[config.mk]
export PLATFORM = sky130hd
export DESIGN_NAME = frt_timer_top
export DESIGN_NICKNAME = d
export VERILOG_FILES = /design/src/hdl/frt_pkg.sv /design/src/hdl/frt_capture_ch.sv /design/src/hdl/frt_timer_top.sv
export SDC_FILE = /design/constraint.sdc
export NUM_CORES = 1
export LEC_CHECK = 0
export BUFFER_PORTS_ARGS = -buffer_cell sky130_fd_sc_hd__buf_2
export CORE_MARGIN = 4
export CORE_UTILIZATION = 58
export CTS_CLUSTER_SIZE = 16
export DETAILED_ROUTE_END_ITERATION = 16
export GPL_TIMING_DRIVEN = 0
export PLACE_DENSITY = 0.91
export SYNTH_ARGS = -nofsm -noshare
export SYNTH_HDL_FRONTEND = slang
export SYNTH_SLANG_ARGS = --single-unit
[constraint.sdc]
create_clock -name mclk -period 2 [get_ports mclk]
set_input_delay 0.2 -clock mclk [delete_from_list [all_inputs] [get_ports mclk]]
set_output_delay 0.2 -clock mclk [all_outputs]
set_load 0.005 [all_outputs]
[src/hdl/frt_pkg.sv]
// constants for the free-run timer with input capture
package frt_pkg;
  localparam logic [3:0]  ADDR_CTRL     = 4'h0;
  localparam logic [3:0]  ADDR_COUNT    = 4'h1;
  localparam logic [3:0]  ADDR_CAPCFG   = 4'h2;
  localparam logic [3:0]  ADDR_STATUS   = 4'h3;
  localparam logic [3:0]  ADDR_CLEAR    = 4'h4;
  localparam logic [3:0]  ADDR_ENABLE   = 4'h5;
  localparam logic [3:0]  ADDR_CAP0     = 4'h8;
  localparam int          NUM_CH        = 4;
  localparam int          CTRL_DIV_LSB  = 0;
  localparam int          CTRL_STOP_BIT = 2;
  localparam int          CTRL_CLR_BIT  = 3;
  localparam int          CTRL_IVS_BIT  = 4;
  localparam int          ST_OVF_BIT    = 4;
  localparam logic [15:0] COUNT_RESET   = 16'h0000;
  localparam logic [4:0]  IRQ_OVF_NUM   = 5'h13;
  localparam logic [1:0]  EDGE_NONE     = 2'h0;
  localparam logic [1:0]  EDGE_RISE     = 2'h1;
  localparam logic [1:0]  EDGE_FALL     = 2'h2;
  localparam logic [1:0]  EDGE_BOTH     = 2'h3;
  localparam logic [6:0]  PRE_MASK0     = 7'h00;
  localparam logic [6:0]  PRE_MASK1     = 7'h03;
  localparam logic [6:0]  PRE_MASK2     = 7'h0F;
  localparam logic [6:0]  PRE_MASK3     = 7'h3F;
endpackage : frt_pkg

[src/hdl/frt_capture_ch.sv]
// one input capture channel: edge detect and data latch
`timescale 1ns/1ps
module frt_capture_ch
  import frt_pkg::*;
(
  input  wire logic        mclk,
  input  wire logic        reset,
  input  wire logic        pin_in,
  input  wire logic [1:0]  edge_sel,
  input  wire logic [15:0] time_base,
  output logic             cap_pulse,
  output logic [15:0]      cap_value
);
  logic pin_q;

  always_ff @(posedge mclk) begin
    if (reset) begin
      pin_q <= 1'b0;
    end else begin
      pin_q <= pin_in;
    end
  end

  always_comb begin
    case (edge_sel)
      EDGE_RISE: cap_pulse = pin_in & ~pin_q;
      EDGE_FALL: cap_pulse = ~pin_in & pin_q;
      EDGE_BOTH: cap_pulse = pin_in ^ pin_q;
      default:   cap_pulse = 1'b0;
    endcase
  end

  always_ff @(posedge mclk) begin
    if (reset) begin
      cap_value <= COUNT_RESET;
    end else if (cap_pulse) begin
      cap_value <= time_base;
    end
  end

  a_cap_latch: assert property (@(posedge mclk) disable iff (reset)
    cap_pulse |=> cap_value == $past(time_base))
    else $error("capture did not latch time base");
endmodule : frt_capture_ch

[src/hdl/frt_timer_top.sv]
// free-run timer with four capture channels behind avalon-mm
`timescale 1ns/1ps
module frt_timer_top
  import frt_pkg::*;
(
  input  wire logic        mclk,
  input  wire logic        reset,
  input  wire logic [3:0]  avs_address,
  input  wire logic        avs_read,
  input  wire logic        avs_write,
  input  wire logic [31:0] avs_writedata,
  output logic [31:0]      avs_readdata,
  output logic             avs_waitrequest,
  input  wire logic [3:0]  cap_pin,
  output logic             irq_q,
  output logic             xfer_req_q,
  output logic [4:0]       ovf_irq_num_q
);
  logic [15:0]       count_q;
  logic [6:0]        pre_q;
  logic [4:0]        ctrl_q;
  logic [7:0]        capcfg_q;
  logic [4:0]        status_q;
  logic [4:0]        enable_q;
  logic              ack_q;
  logic [NUM_CH-1:0] cap_pulse;
  logic [15:0]       cap_val [NUM_CH];
  logic              tick;
  logic              ovf;
  logic              wr_en;
  logic              rd_en;
  logic [4:0]        events;
  logic [31:0]       rdata_d;

  function automatic logic [6:0] pre_mask(input logic [1:0] sel);
    case (sel)
      2'h0:    pre_mask = PRE_MASK0;
      2'h1:    pre_mask = PRE_MASK1;
      2'h2:    pre_mask = PRE_MASK2;
      default: pre_mask = PRE_MASK3;
    endcase
  endfunction : pre_mask

  function automatic logic hit(input logic [3:0] a, input logic [3:0] r);
    hit = (a == r);
  endfunction : hit

  // one wait cycle per access; answer on the following edge
  assign avs_waitrequest = ~ack_q;
  assign wr_en = avs_write & ack_q;
  assign rd_en = avs_read & ack_q;

  always_ff @(posedge mclk) begin
    if (reset) begin
      ack_q <= 1'b0;
    end else begin
      ack_q <= (avs_read | avs_write) & ~ack_q;
    end
  end

  // prescaler divides by 1, 4, 16 or 64
  assign tick = ~ctrl_q[CTRL_STOP_BIT] &&
                ((pre_q & pre_mask(ctrl_q[1:0])) == pre_mask(ctrl_q[1:0]));
  assign ovf = tick && (count_q == 16'hFFFF);

  always_ff @(posedge mclk) begin
    if (reset) begin
      pre_q <= 7'h00;
    end else if (ctrl_q[CTRL_STOP_BIT] || tick) begin
      pre_q <= 7'h00;
    end else begin
      pre_q <= pre_q + 7'h01;
    end
  end

  // control: divider, halt, irq-to-transfer steering
  always_ff @(posedge mclk) begin
    if (reset) begin
      ctrl_q   <= 5'h00;
      capcfg_q <= 8'h00;
      enable_q <= 5'h00;
    end else if (wr_en) begin
      if (hit(avs_address, ADDR_CTRL)) begin
        ctrl_q <= {avs_writedata[CTRL_IVS_BIT], 1'b0,
                   avs_writedata[CTRL_STOP_BIT:0]};
      end
      if (hit(avs_address, ADDR_CAPCFG)) begin
        capcfg_q <= avs_writedata[7:0];
      end
      if (hit(avs_address, ADDR_ENABLE)) begin
        enable_q <= avs_writedata[4:0];
      end
    end
  end

  // reset and clear bit zero the counter
  always_ff @(posedge mclk) begin
    if (reset) begin
      count_q <= COUNT_RESET;
    end else if (wr_en && hit(avs_address, ADDR_CTRL) &&
                 avs_writedata[CTRL_CLR_BIT]) begin
      count_q <= COUNT_RESET;
    end else if (wr_en && hit(avs_address, ADDR_COUNT) &&
                 ctrl_q[CTRL_STOP_BIT]) begin
      count_q <= avs_writedata[15:0];
    end else if (tick) begin
      count_q <= count_q + 16'h0001;
    end
  end

  // four channels share the time base
  genvar g;
  generate
    for (g = 0; g < NUM_CH; g++) begin : g_cap
      frt_capture_ch u_ch (
        .mclk      (mclk),
        .reset     (reset),
        .pin_in    (cap_pin[g]),
        .edge_sel  (capcfg_q[2*g +: 2]),
        .time_base (count_q),
        .cap_pulse (cap_pulse[g]),
        .cap_value (cap_val[g])
      );
    end
  endgenerate

  // sticky flags, set wins over clear
  assign events = {ovf, cap_pulse};

  always_ff @(posedge mclk) begin
    if (reset) begin
      status_q <= 5'h00;
    end else if (wr_en && hit(avs_address, ADDR_CLEAR)) begin
      status_q <= (status_q & ~avs_writedata[4:0]) | events;
    end else begin
      status_q <= status_q | events;
    end
  end

  // cpu interrupt; transfer service when steered
  always_ff @(posedge mclk) begin
    if (reset) begin
      irq_q         <= 1'b0;
      xfer_req_q    <= 1'b0;
      ovf_irq_num_q <= 5'h00;
    end else begin
      irq_q         <= ~ctrl_q[CTRL_IVS_BIT] & |(status_q & enable_q);
      xfer_req_q    <= ctrl_q[CTRL_IVS_BIT] & |(status_q & enable_q);
      ovf_irq_num_q <= IRQ_OVF_NUM;
    end
  end

  always_comb begin
    rdata_d = 32'h0000_0000;
    case (avs_address)
      ADDR_CTRL:   rdata_d = {27'h0, ctrl_q};
      ADDR_COUNT:  rdata_d = {16'h0, count_q};
      ADDR_CAPCFG: rdata_d = {24'h0, capcfg_q};
      ADDR_STATUS: rdata_d = {27'h0, status_q};
      ADDR_ENABLE: rdata_d = {27'h0, enable_q};
      4'h8:        rdata_d = {16'h0, cap_val[0]};
      4'h9:        rdata_d = {16'h0, cap_val[1]};
      4'hA:        rdata_d = {16'h0, cap_val[2]};
      4'hB:        rdata_d = {16'h0, cap_val[3]};
      default:     rdata_d = 32'h0000_0000;
    endcase
  end

  // read data is captured in the wait cycle so it stands at the ack edge
  always_ff @(posedge mclk) begin
    if (reset) begin
      avs_readdata <= 32'h0000_0000;
    end else if (avs_read && !ack_q) begin
      avs_readdata <= rdata_d;
    end
  end

  a_count_wrap: assert property (@(posedge mclk) disable iff (reset)
    (ovf && !wr_en) |=> count_q == 16'h0000)
    else $error("counter did not wrap");

  a_ovf_flag: assert property (@(posedge mclk) disable iff (reset)
    ovf |=> status_q[ST_OVF_BIT])
    else $error("overflow flag not set");

  a_halt_hold: assert property (@(posedge mclk) disable iff (reset)
    (ctrl_q[CTRL_STOP_BIT] && !wr_en) |=> $stable(count_q))
    else $error("halted counter moved");

  a_clear_cnt: assert property (@(posedge mclk) disable iff (reset)
    (wr_en && avs_address == ADDR_CTRL && avs_writedata[CTRL_CLR_BIT])
    |=> count_q == 16'h0000)
    else $error("clear bit ignored");

  // divide by 64 makes no further step in the 8 cycles after a step
  a_pre_div: assert property (@(posedge mclk) disable iff (reset)
    (tick && ctrl_q == 5'h03 && !wr_en) |-> ##1 !tick [*8])
    else $error("prescaler too fast");

  a_flag_stick: assert property (@(posedge mclk) disable iff (reset)
    (status_q[0] && !(wr_en && avs_address == ADDR_CLEAR))
    |=> status_q[0])
    else $error("capture flag dropped");

  // enabled capture raises irq two edges later
  a_cap_irq: assert property (@(posedge mclk) disable iff (reset)
    (cap_pulse[0] && enable_q[0] && !ctrl_q[CTRL_IVS_BIT] && !wr_en)
    |-> ##2 irq_q)
    else $error("capture irq missing");

  // steered requests never reach the cpu line
  a_xfer_steer: assert property (@(posedge mclk) disable iff (reset)
    $past(ctrl_q[CTRL_IVS_BIT]) |-> !irq_q)
    else $error("irq while steered to transfer");

  a_irq_num: assert property (@(posedge mclk) disable iff (reset)
    !$past(reset) |-> ovf_irq_num_q == 5'h13)
    else $error("wrong request number");
endmodule : frt_timer_top

; Word-level counts from Yosys, hierarchy flattened
; Cells that the tools add are included.
[op_classes]
n_addsub = 2
bitwise = 34
n_reduce_logical = 19
muxes = 10
n_eq_ne = 25
[op_table]
columns = cell, count
row1 = case mux 16 bit (9 select lines), 1
row2 = two-way mux 16 bit, 2
row3 = == test 2 bit (second input constant), 9
row4 = case mux 6 bit (3 select lines), 1
row5 = adder 16 x 1 -> 16 bit (second input constant), 1
row6 = == test 16 bit (second input constant), 1
row7 = == test 4 bit (second input constant), 4
row8 = AND 1 bit, 12
row9 = case mux 1 bit (3 select lines), 4
row10 = NOT 1 bit, 11
row11 = AND 5 bit, 2
row12 = == test 2 x 1 -> 1 bit (second input constant), 5
row13 = two-way mux 5 bit, 2
row14 = OR 5 bit, 2
row15 = == test 4 x 2 -> 1 bit (second input constant), 2
row16 = == test 4 x 3 -> 1 bit (second input constant), 2
row17 = logical AND 1 bit, 8
row18 = adder 7 x 1 -> 7 bit (second input constant), 1
row19 = AND 7 bit, 1
row20 = == test 7 bit, 1
row21 = AND reduction 2 bit, 3
row22 = NOT 5 bit, 1
row23 = OR reduction 5 bit, 1
row24 = == test 4 x 1 -> 1 bit (second input constant), 1
row25 = other kinds (8), 12
[word_totals]
out_inout_bits = 40
elab_cells = 109
reg_bits = 153
input_bits = 44

; Depth between registers and ports, before layout
; Gate-level depths: netlist (run 1).
[logic_depth]
depth_word = 8
mapped_depth = 9

; By module
; A second synthesis (run 1) with hierarchy kept.
[unflattened]
cells_unflattened = 705
area_unflattened_um2 = 6940.4
[modules_own_cells]
columns = mod, n_inst, area_per_inst_um2, cells_per_inst
row1 = frt_timer_top, 1, 3617.2, 417
row2 = frt_capture_ch, 4, 830.8, 72

; Worst setup path after synthesis (run 1)
; No wires, ideal clock.
[synth_timing]
kind = register to register
start = reg g_cap[2].u_ch.pin_q
end = reg g_cap[2].u_ch.cap_value[10]
synth_period_minus_slack_ps = 1648
n_path_buf = 1
setup_time_ps = 128
path_stages_with_launch = 9
setup_slack_ps = 352
t_arrival_ps = 1520
path_cell_list = dfxtp_1 inv_1 ha_1 nor2_1 a21oi_1 a21oi_2 buf_4 mux2i_1 nor2_1
[synth_via]
elab_chain_cells = 3
word_cells_on_any_way = 5
classes_between = 1 x mux / 4 x bitwise
[synth_lines]
columns = item, line_no
row1 = "start, declared", frt_capture_ch.sv:14  ; logic pin_q;
row2 = "start signal, assigned", frt_capture_ch.sv:20  ; pin_q <= pin_in;
row3 = NOT 1 bit, frt_capture_ch.sv:26  ; EDGE_RISE: cap_pulse = pin_in & ~pin_q;
row4 = AND 1 bit, frt_capture_ch.sv:26
row5 = case mux 1 bit (3 select lines) (*), frt_capture_ch.sv:25  ; case (edge_sel)
row6 = "end signal, assigned", frt_capture_ch.sv:37  ; cap_value <= time_base;
row7 = "end, declared", frt_capture_ch.sv:12  ; output logic [15:0] cap_value
; Mark *: on every way between the ends. The rest lies on a longest branch, timed or not.
; A chain may end at the register's enable or synchronous reset.

; Final worst setup path (run 1)
[layout_timing]
start = in cap_pin[3]
end = reg g_cap[3].u_ch.cap_value[3]
[layout_via]
elab_chain_cells = 3
word_cells_on_any_way = 5
classes_between = 1 x mux / 4 x bitwise
[layout_lines]
columns = item, line_no
row1 = "start, declared", frt_timer_top.sv:14  ; input wire logic [3:0] cap_pin,
row2 = NOT 1 bit, frt_capture_ch.sv:27  ; EDGE_FALL: cap_pulse = ~pin_in & pin_q;
row3 = AND 1 bit, frt_capture_ch.sv:27
row4 = case mux 1 bit (3 select lines) (*), frt_capture_ch.sv:25
row5 = "end signal, assigned", frt_capture_ch.sv:37
row6 = "end, declared", frt_capture_ch.sv:12
; Marks and branches as above.

==> flow_metrics.env, run 1 <==
export IMPL_crit_slowest_cell="dlygate4sd3_1"
export IMPL_fin_crit_ns=1.89
export IMPL_synth_top_family_by_area="simple AND/OR/NAND/NOR gates"
export IMPL_whs_path_depth=3
export IMPL_fin_area_um2=7680
export IMPL_critPathMaxStageDelay_ns=0.52
export IMPL_vias=5708
export IMPL_dpl_hpwl_um=12400
export IMPL_synth_fa_ha_area_share_pct=1.95
export IMPL_setup_tns_ns=0
export IMPL_finalCritPeriodShare_pct=94.6
export IMPL_fill_cells=803
export IMPL_wire_per_inst_um=18.8
export IMPL_yosys_warnings=0
export IMPL_antenna_left=0
export IMPL_clock_sinks=132
export IMPL_reg2reg_depth=5
export IMPL_dieWidth_um=113
export IMPL_synth_main_ff_cell="dfxtp_1"
export IMPL_drt_initial_drc_count=605
export IMPL_numPortBuffers=49
export IMPL_dpl_worst_slack_ns=0.0389
export IMPL_clock_path_buffers=2
export IMPL_nets=860
export IMPL_maxSlewViolCount=0
export IMPL_grt_first_pass_wirelength_um=28800
export IMPL_die_area_um2=12800
export IMPL_drc=0
export IMPL_grt_usage_pct=28.6
export IMPL_p_sw_mw=1.42
export IMPL_p_comb_share_pct=7.0
export IMPL_drive_gt1_share_pct=20.0
export IMPL_ctsHtreeMaxLevel=4
export IMPL_synth_compound_area_share_pct=12.5
export IMPL_yosysMostFrequentCell="dfxtp_1"
export IMPL_path_buf_inv=5
export IMPL_synth_edf_count=0
export IMPL_io_pins=84
export IMPL_rsz0062_at_grt="false"
export IMPL_worstSetupPathType="in -> reg"
export IMPL_r2r_start="count_q[0]"
export IMPL_overflow=0
export IMPL_gp_congestion=0.963
export IMPL_leakage_nw=3.00
export IMPL_cts_tree="yes"
export IMPL_core_rowCount=38
export IMPL_relSlewSlack_pct=45.7
export IMPL_r2r_setup_slack_ns=0.14
export IMPL_powerDensity_nw_per_um2=768
export IMPL_worst_clock_skew_ns=0.00619
export IMPL_final_hold_viol_count=0
export IMPL_ys_async_sr_fraction_pct=0
export IMPL_synth_seq_cells=132
export IMPL_cp_required_ns=2.41
export IMPL_tightest_slew_ns=0.813
export IMPL_power_frac_seq_pct=45.2
export IMPL_synthTopCellsByArea="dfxtp_1 41%, mux2i_1 12%, nor2_1 6.2%"
export IMPL_setup_ws_ns=0.109
export IMPL_place_area_um2=6910
export IMPL_fp_coreArea_um2=10800
export IMPL_synth_area_um2=6430
export IMPL_r2r_end="count_q[9]"
export IMPL_netlist_area_leader_share_pct=41.1
export IMPL_die_y_um=113
export IMPL_cts_made_buffers=17
export IMPL_antennaDiodeCount=0
export IMPL_hp_class="in -> reg"
export IMPL_startpoint_type="primary input"
export IMPL_p_sw_share_pct=24.0
export IMPL_finalWirelength_um=18100
export IMPL_endpoint_kind="register"
export IMPL_viasPerCell=5.95
export IMPL_insertion_delay_ns=0.55
export IMPL_setup_viol=0
export IMPL_power_internal_mw=4.48
export IMPL_start_util_pct=59.3
export IMPL_netlist_cell_type_count=67
export IMPL_clkPwrFrac_pct=47.8
export IMPL_worstHoldEndpoint="capcfg_q[3]"
export IMPL_antenna_found_initial=0
export IMPL_clk_pin_slew_worst_paths_ns=0.06
export IMPL_synth_xor_area_share_pct=2.59
export IMPL_critPathMaxFanout=10
export IMPL_syn_to_final_growth_pct=19.5
export IMPL_first_global_vias=5541
export IMPL_syn_area_per_cell_um2=9.18
export IMPL_synth_simple_area_share_pct=19.7
export IMPL_grt_max_degree=17
export IMPL_cap_violations=0
export IMPL_ys_top_cells_by_count="132 x dfxtp_1, 107 x nor2_1, 77 x mux2i_1"
export IMPL_synthesis_instances=700
export IMPL_crit_arrival_ns=2.30
export IMPL_cts_root_buf="clkbuf_8"
export IMPL_hold_start="avs_writedata[3]"
export IMPL_crit_top_cell="o21ai_0"
export IMPL_crit_chain="dlygate4sd3_1 -> buf_2 -> inv_1 -> ha_1 -> nor2b_1 -> o21ai_0 -> o21ai_0 -> clkbuf_4 -> buf_4 -> mux2i_1 -> nor2_1"
export IMPL_fmax_ghz=0.529
export IMPL_synthMuxAreaShare_pct=14.3
export IMPL_peakVddDrop_v=0.000543
export IMPL_synth_seq_area_share_pct=41.1
export IMPL_path_delay_family="buffers and inverters"
export IMPL_drtPass1Iterations=5
export IMPL_postCtsSetupRepairBufs=0
export IMPL_synth_largest_area_cell="dfxtp_1"
export IMPL_status="finished clean"
[registers in the layout (all words and copies together) (netlist names)]
| register | flops |
|---|---|
| ack_q | 1 |
| count_q | 16 |
| status_q | 5 |
| avs_readdata | 16 |
| capcfg_q | 8 |
| pre_q | 6 |
| g_cap.u_ch.pin_q | 4 |
| irq_q | 1 |
| ctrl_q | 4 |
| ovf_irq_num_q | 1 |
| xfer_req_q | 1 |
| enable_q | 5 |
| g_cap.u_ch.cap_value | 64 |
[through the flow]
stage	power (mW)	hold slack, ns	utilization [%]	cells
final	5.90	0.00560	70.9	959
after global routing	6.05	0.0461	70.9	959
after CTS	5.88	0.00257	70.8	960
after detailed placement	3.09	0.407	63.8	906
after global placement	3.08	0.401	63.8	906
after floorplan	2.95	0.309	-	717
[layer usage]
metal | track usage (%) | part of all wire [%] | up-vias
li1 | - | - | 2613
met1 | 35.9 | 39 | 2709
met2 | 46.1 | 46 | 326
met3 | 7.97 | 12 | 60
met4 | 12.7 | 3.4 | 0
met5 | 0 | 0 | -
[power by group through the flow]
| stage | clock network (mW) | registers (mW) | logic, mW |
|---|---|---|---|
| after floorplan | 0 | 2.72 | 0.232 |
| after global routing | 2.95 | 2.67 | 0.440 |
| after CTS | 2.82 | 2.67 | 0.401 |
| after detailed placement | 0 | 2.72 | 0.364 |
| final | 2.82 | 2.67 | 0.413 |
| after global placement | 0 | 2.72 | 0.359 |
[area by class of cell]
cell class / instances / area, um^2 / share of cell area, %
timing repair buffer: 71 / 465 / 6.06
multi-input combinational: 503 / 3360 / 43.7
clock buffer: 24 / 490 / 6.38
sequential: 132 / 2640 / 34.4
buffer: 70 / 460 / 5.99
clock inverter: 8 / 50.0 / 0.651
tap: 140 / 175 / 2.28
inverter: 11 / 41.3 / 0.537
[worst reg2reg max path: stages, from the launching register on]
cell,delay [ns]
dfxtp_1,0.33
clkbuf_1,0.38
nand3_1,0.42
nor4b_2,0.40
xnor2_1,0.16
o21ai_1,0.07
[repair_timing]
action,CTS,global route
hold buffers,22,0
setup endpoints to repair,0,27
resized for setup,0,5
hold endpoints to repair,32,0
[logic make-up after synthesis]
logic type,after synthesis
DFF,132
xor gates and xnor gates,19
other,1
buffers and inverters,82
AOI/OAI and AO/OA,118
and+or+nand+nor,252
adders and majority gates,10
muxes,86
[how the worst max path moves through the flow]
stage | startpoint | to | slack [ns] | cells after the start
5_1_grt | cap_pin[1] | g_cap[1].u_ch.cap_value[9] | 0.003 | 11
3_5_place_dp | cap_pin[2] | g_cap[2].u_ch.cap_value[9] | 0.04 | 8
3_3_place_gp | cap_pin[2] | g_cap[2].u_ch.cap_value[15] | 0.11 | 8
6_report | cap_pin[3] | g_cap[3].u_ch.cap_value[3] | 0.11 | 11
4_1_cts | g_cap[2].u_ch.pin_q | g_cap[2].u_ch.cap_value[14] | 0.03 | 8
2_1_floorplan | g_cap[2].u_ch.pin_q | g_cap[2].u_ch.cap_value[10] | 0.35 | 8
[placed cells by master, fill, tap and decap left out, drive strengths merged, types with 6 or more instances in the layout]
master	synthesis	final
nand3	18	18
conb	1	18
nor3	7	7
nand2	66	66
nor2	107	107
o21ai	32	32
dlygate4sd3	0	22
nor2b	15	15
nand2b	6	6
nor4	7	7
buf	50	95
inv	11	11
ha	10	10
mux2i	77	77
xnor2	18	18
dfxtp	132	132
a21oi	30	30
clkbuf	21	48
a22oi	24	24
Note: power is estimated with default switching activity, not from simulation.
==> run 2, diff against run 1 <==
- CORE_ASPECT_RATIO: not set -> 0.7
==> run 2 against run 1 <==
Compared with the run above: non-clock buffer count fell by 12; critical endpoint is now g_cap[2].u_ch.cap_value[9]; worst hold slack better by 0.019 ns; fmax decreased by 0.58%; clock-buffer cell count down 4; via count up 1.3%; final cell count fell by 0.42%; total power rose by 12%; critical path depth down 3; sequential cell count is the same; worst setup slack worse by 0.011 ns; core utilization rose by 1.8 points; combinational power decreased by 3%.
==> flow_metrics.env, run 2 (synthesis results as in run 1) <==
export IMPL_setup_viol=0
export IMPL_rsz0062_at_grt="false"
export IMPL_r2r_setup_slack_ns=0.1
export IMPL_hold_start="cap_pin[2]"
export IMPL_r2r_start="g_cap[2].u_ch.pin_q"
export IMPL_fmax_ghz=0.526
export IMPL_start_util_pct=60.7
export IMPL_clock_path_buffers=2
export IMPL_hp_class="in -> reg"
export IMPL_fp_coreArea_um2=10600
export IMPL_tightest_slew_ns=0.776
export IMPL_nets=848
export IMPL_dpl_worst_slack_ns=0.0141
export IMPL_drtPass1Iterations=8
export IMPL_setup_tns_ns=0
export IMPL_cap_violations=0
export IMPL_critPathMaxFanout=10
export IMPL_multi_input_area_um2=3360
export IMPL_startpoint_type="register"
export IMPL_cts_root_buf="clkbuf_16"
export IMPL_vias=5780
export IMPL_numPortBuffers=49
export IMPL_die_area_um2=12900
export IMPL_dpl_hpwl_um=13600
export IMPL_first_global_vias=5442
export IMPL_clk_pin_slew_worst_paths_ns=0.06
export IMPL_largest_reg_flops=64
export IMPL_seqCellArea_um2=2640
export IMPL_worstHoldEndpoint="g_cap[2].u_ch.pin_q"
export IMPL_clock_sinks=132
export IMPL_finalPower_mw=6.58
export IMPL_io_pins=84
export IMPL_max_flop_register="g_cap.u_ch.cap_value"
export IMPL_status="finished clean"
export IMPL_ctsHtreeMaxLevel=4
export IMPL_fill_cells=769
export IMPL_gp_congestion=1.02
export IMPL_worstSetupPathType="reg -> reg"
export IMPL_insertion_delay_ns=0.43
export IMPL_powerDensity_nw_per_um2=856
export IMPL_drive_gt1_share_pct=20.7
export IMPL_cts_made_buffers=17
export IMPL_endpoint_kind="register"
export IMPL_setup_ws_ns=0.0975
export IMPL_viasPerCell=6.05
export IMPL_fin_crit_ns=1.90
export IMPL_mostFrequentLayoutCells="132 x dfxtp_1, 107 x nor2_1, 77 x mux2i_1, 65 x nand2_1, 58 x buf_2"
export IMPL_reg_largest_list="g_cap.u_ch.cap_value x64, avs_readdata x16, count_q x16"
export IMPL_antennaDiodeCount=0
export IMPL_wire_per_inst_um=20.5
export IMPL_antenna_found_initial=1
export IMPL_crit_arrival_ns=2.20
export IMPL_cp_required_ns=2.29
export IMPL_antenna_left=0
export IMPL_core_rowCount=31
export IMPL_place_area_um2=6920
export IMPL_syn_to_final_growth_pct=19.7
export IMPL_dieWidth_um=134
export IMPL_whs_path_depth=3
export IMPL_relSlewSlack_pct=48.1
export IMPL_drt_initial_drc_count=722
export IMPL_overflow=0
export IMPL_drc=0
export IMPL_reg2reg_depth=8
export IMPL_postCtsSetupRepairBufs=0
export IMPL_cts_tree="yes"
export IMPL_layout_commonest_cell="dfxtp_1"
export IMPL_die_y_um=96.1
export IMPL_fin_area_um2=7690
export IMPL_grt_max_degree=17
export IMPL_final_hold_viol_count=0
export IMPL_finalWirelength_um=19600
export IMPL_grt_usage_pct=31.0
export IMPL_finalCritPeriodShare_pct=95.1
export IMPL_maxSlewViolCount=0
export IMPL_leakage_nw=2.99
export IMPL_r2r_end="g_cap[2].u_ch.cap_value[9]"
export IMPL_grt_first_pass_wirelength_um=30000
export IMPL_worst_clock_skew_ns=0.00941
export IMPL_peakVddDrop_v=0.000699
[run 2: cell count changes in the layout (fill, tap and decap cells not counted)]
cell           previous run  this run
clkinv_2                  4         1
buf_4                    29        31
dlygate4sd3_1            22         9
nand3_2                   0         1
buf_6                     6         5
clkbuf_1                 22        21
clkbuf_16                16        17
clkinv_4                  0         2
clkbuf_8                  7         3
nand3_1                  18        17
bufinv_16                 0         5
[run 2: how the worst max path moves through the flow]
stage	to	depth (start not counted)	slack [ns]	startpoint
after floorplan	g_cap[2].u_ch.cap_value[10]	8	0.35	g_cap[2].u_ch.pin_q
after global placement	avs_readdata[8]	9	0.05	avs_address[0]
after detailed placement	avs_readdata[8]	9	0.01	avs_address[0]
after CTS	g_cap[1].u_ch.cap_value[8]	8	0.06	g_cap[1].u_ch.pin_q
after global routing	g_cap[1].u_ch.cap_value[8]	8	0.01	g_cap[1].u_ch.pin_q
final	g_cap[2].u_ch.cap_value[9]	8	0.1	g_cap[2].u_ch.pin_q
[run 2: cell type report]
class | count | area share (%)
multi-input combinational | 503 | 43.7
sequential | 132 | 34.4
buffer | 71 | 6.04
clock buffer | 20 | 5.94
timing repair buffer | 58 | 4.36
clock inverter | 12 | 2.64
tap | 148 | 2.41
inverter | 11 | 0.537
[run 2: metal layers]
| metal | up-vias | track usage, % | routed length (um) |
|---|---|---|---|
| met5 | - | 0 | 0 |
| met4 | 0 | 9.08 | 337 |
| met3 | 44 | 11.6 | 2620 |
| met2 | 394 | 46.7 | 8440 |
| met1 | 2754 | 41.8 | 8180 |
| li1 | 2588 | - | - |
[run 2: stage by stage]
| stage | hold slack (ns) | cells | util, % |
|---|---|---|---|
| global placement | 0.397 | 914 | 65.4 |
| finish | 0.0249 | 955 | 72.6 |
| detailed placement | 0.405 | 914 | 65.4 |
| CTS | 0.0137 | 955 | 72.5 |
| floorplan | 0.309 | 717 | - |
| global route | 0.0322 | 955 | 72.6 |
[run 2: what timing repair did]
action / in CTS / in global routing
endpoints found under the hold margin: 9 / 0
resized for setup: 1 / 4
endpoints found under the setup margin: 1 / 17
hold buffers: 9 / 0
[run 2: worst max-delay path: stages, from the launching register on]
cell and delay, ns:
dfxtp_1 0.34, inv_1 0.05, ha_1 0.17, nor2_1 0.09
a21oi_1 0.08, a21oi_4 0.40, buf_4 0.32, mux2i_1 0.24
nor2_1 0.07
[run 2: power breakdown]
| group | switching, mW | internal [mW] | total (mW) |
|---|---|---|---|
| Sequential | 0.0242 | 2.65 | 2.67 |
| Clock | 1.24 | 2.28 | 3.51 |
| Combinational | 0.257 | 0.143 | 0.401 |
| Total | 1.52 | 5.07 | 6.58 |
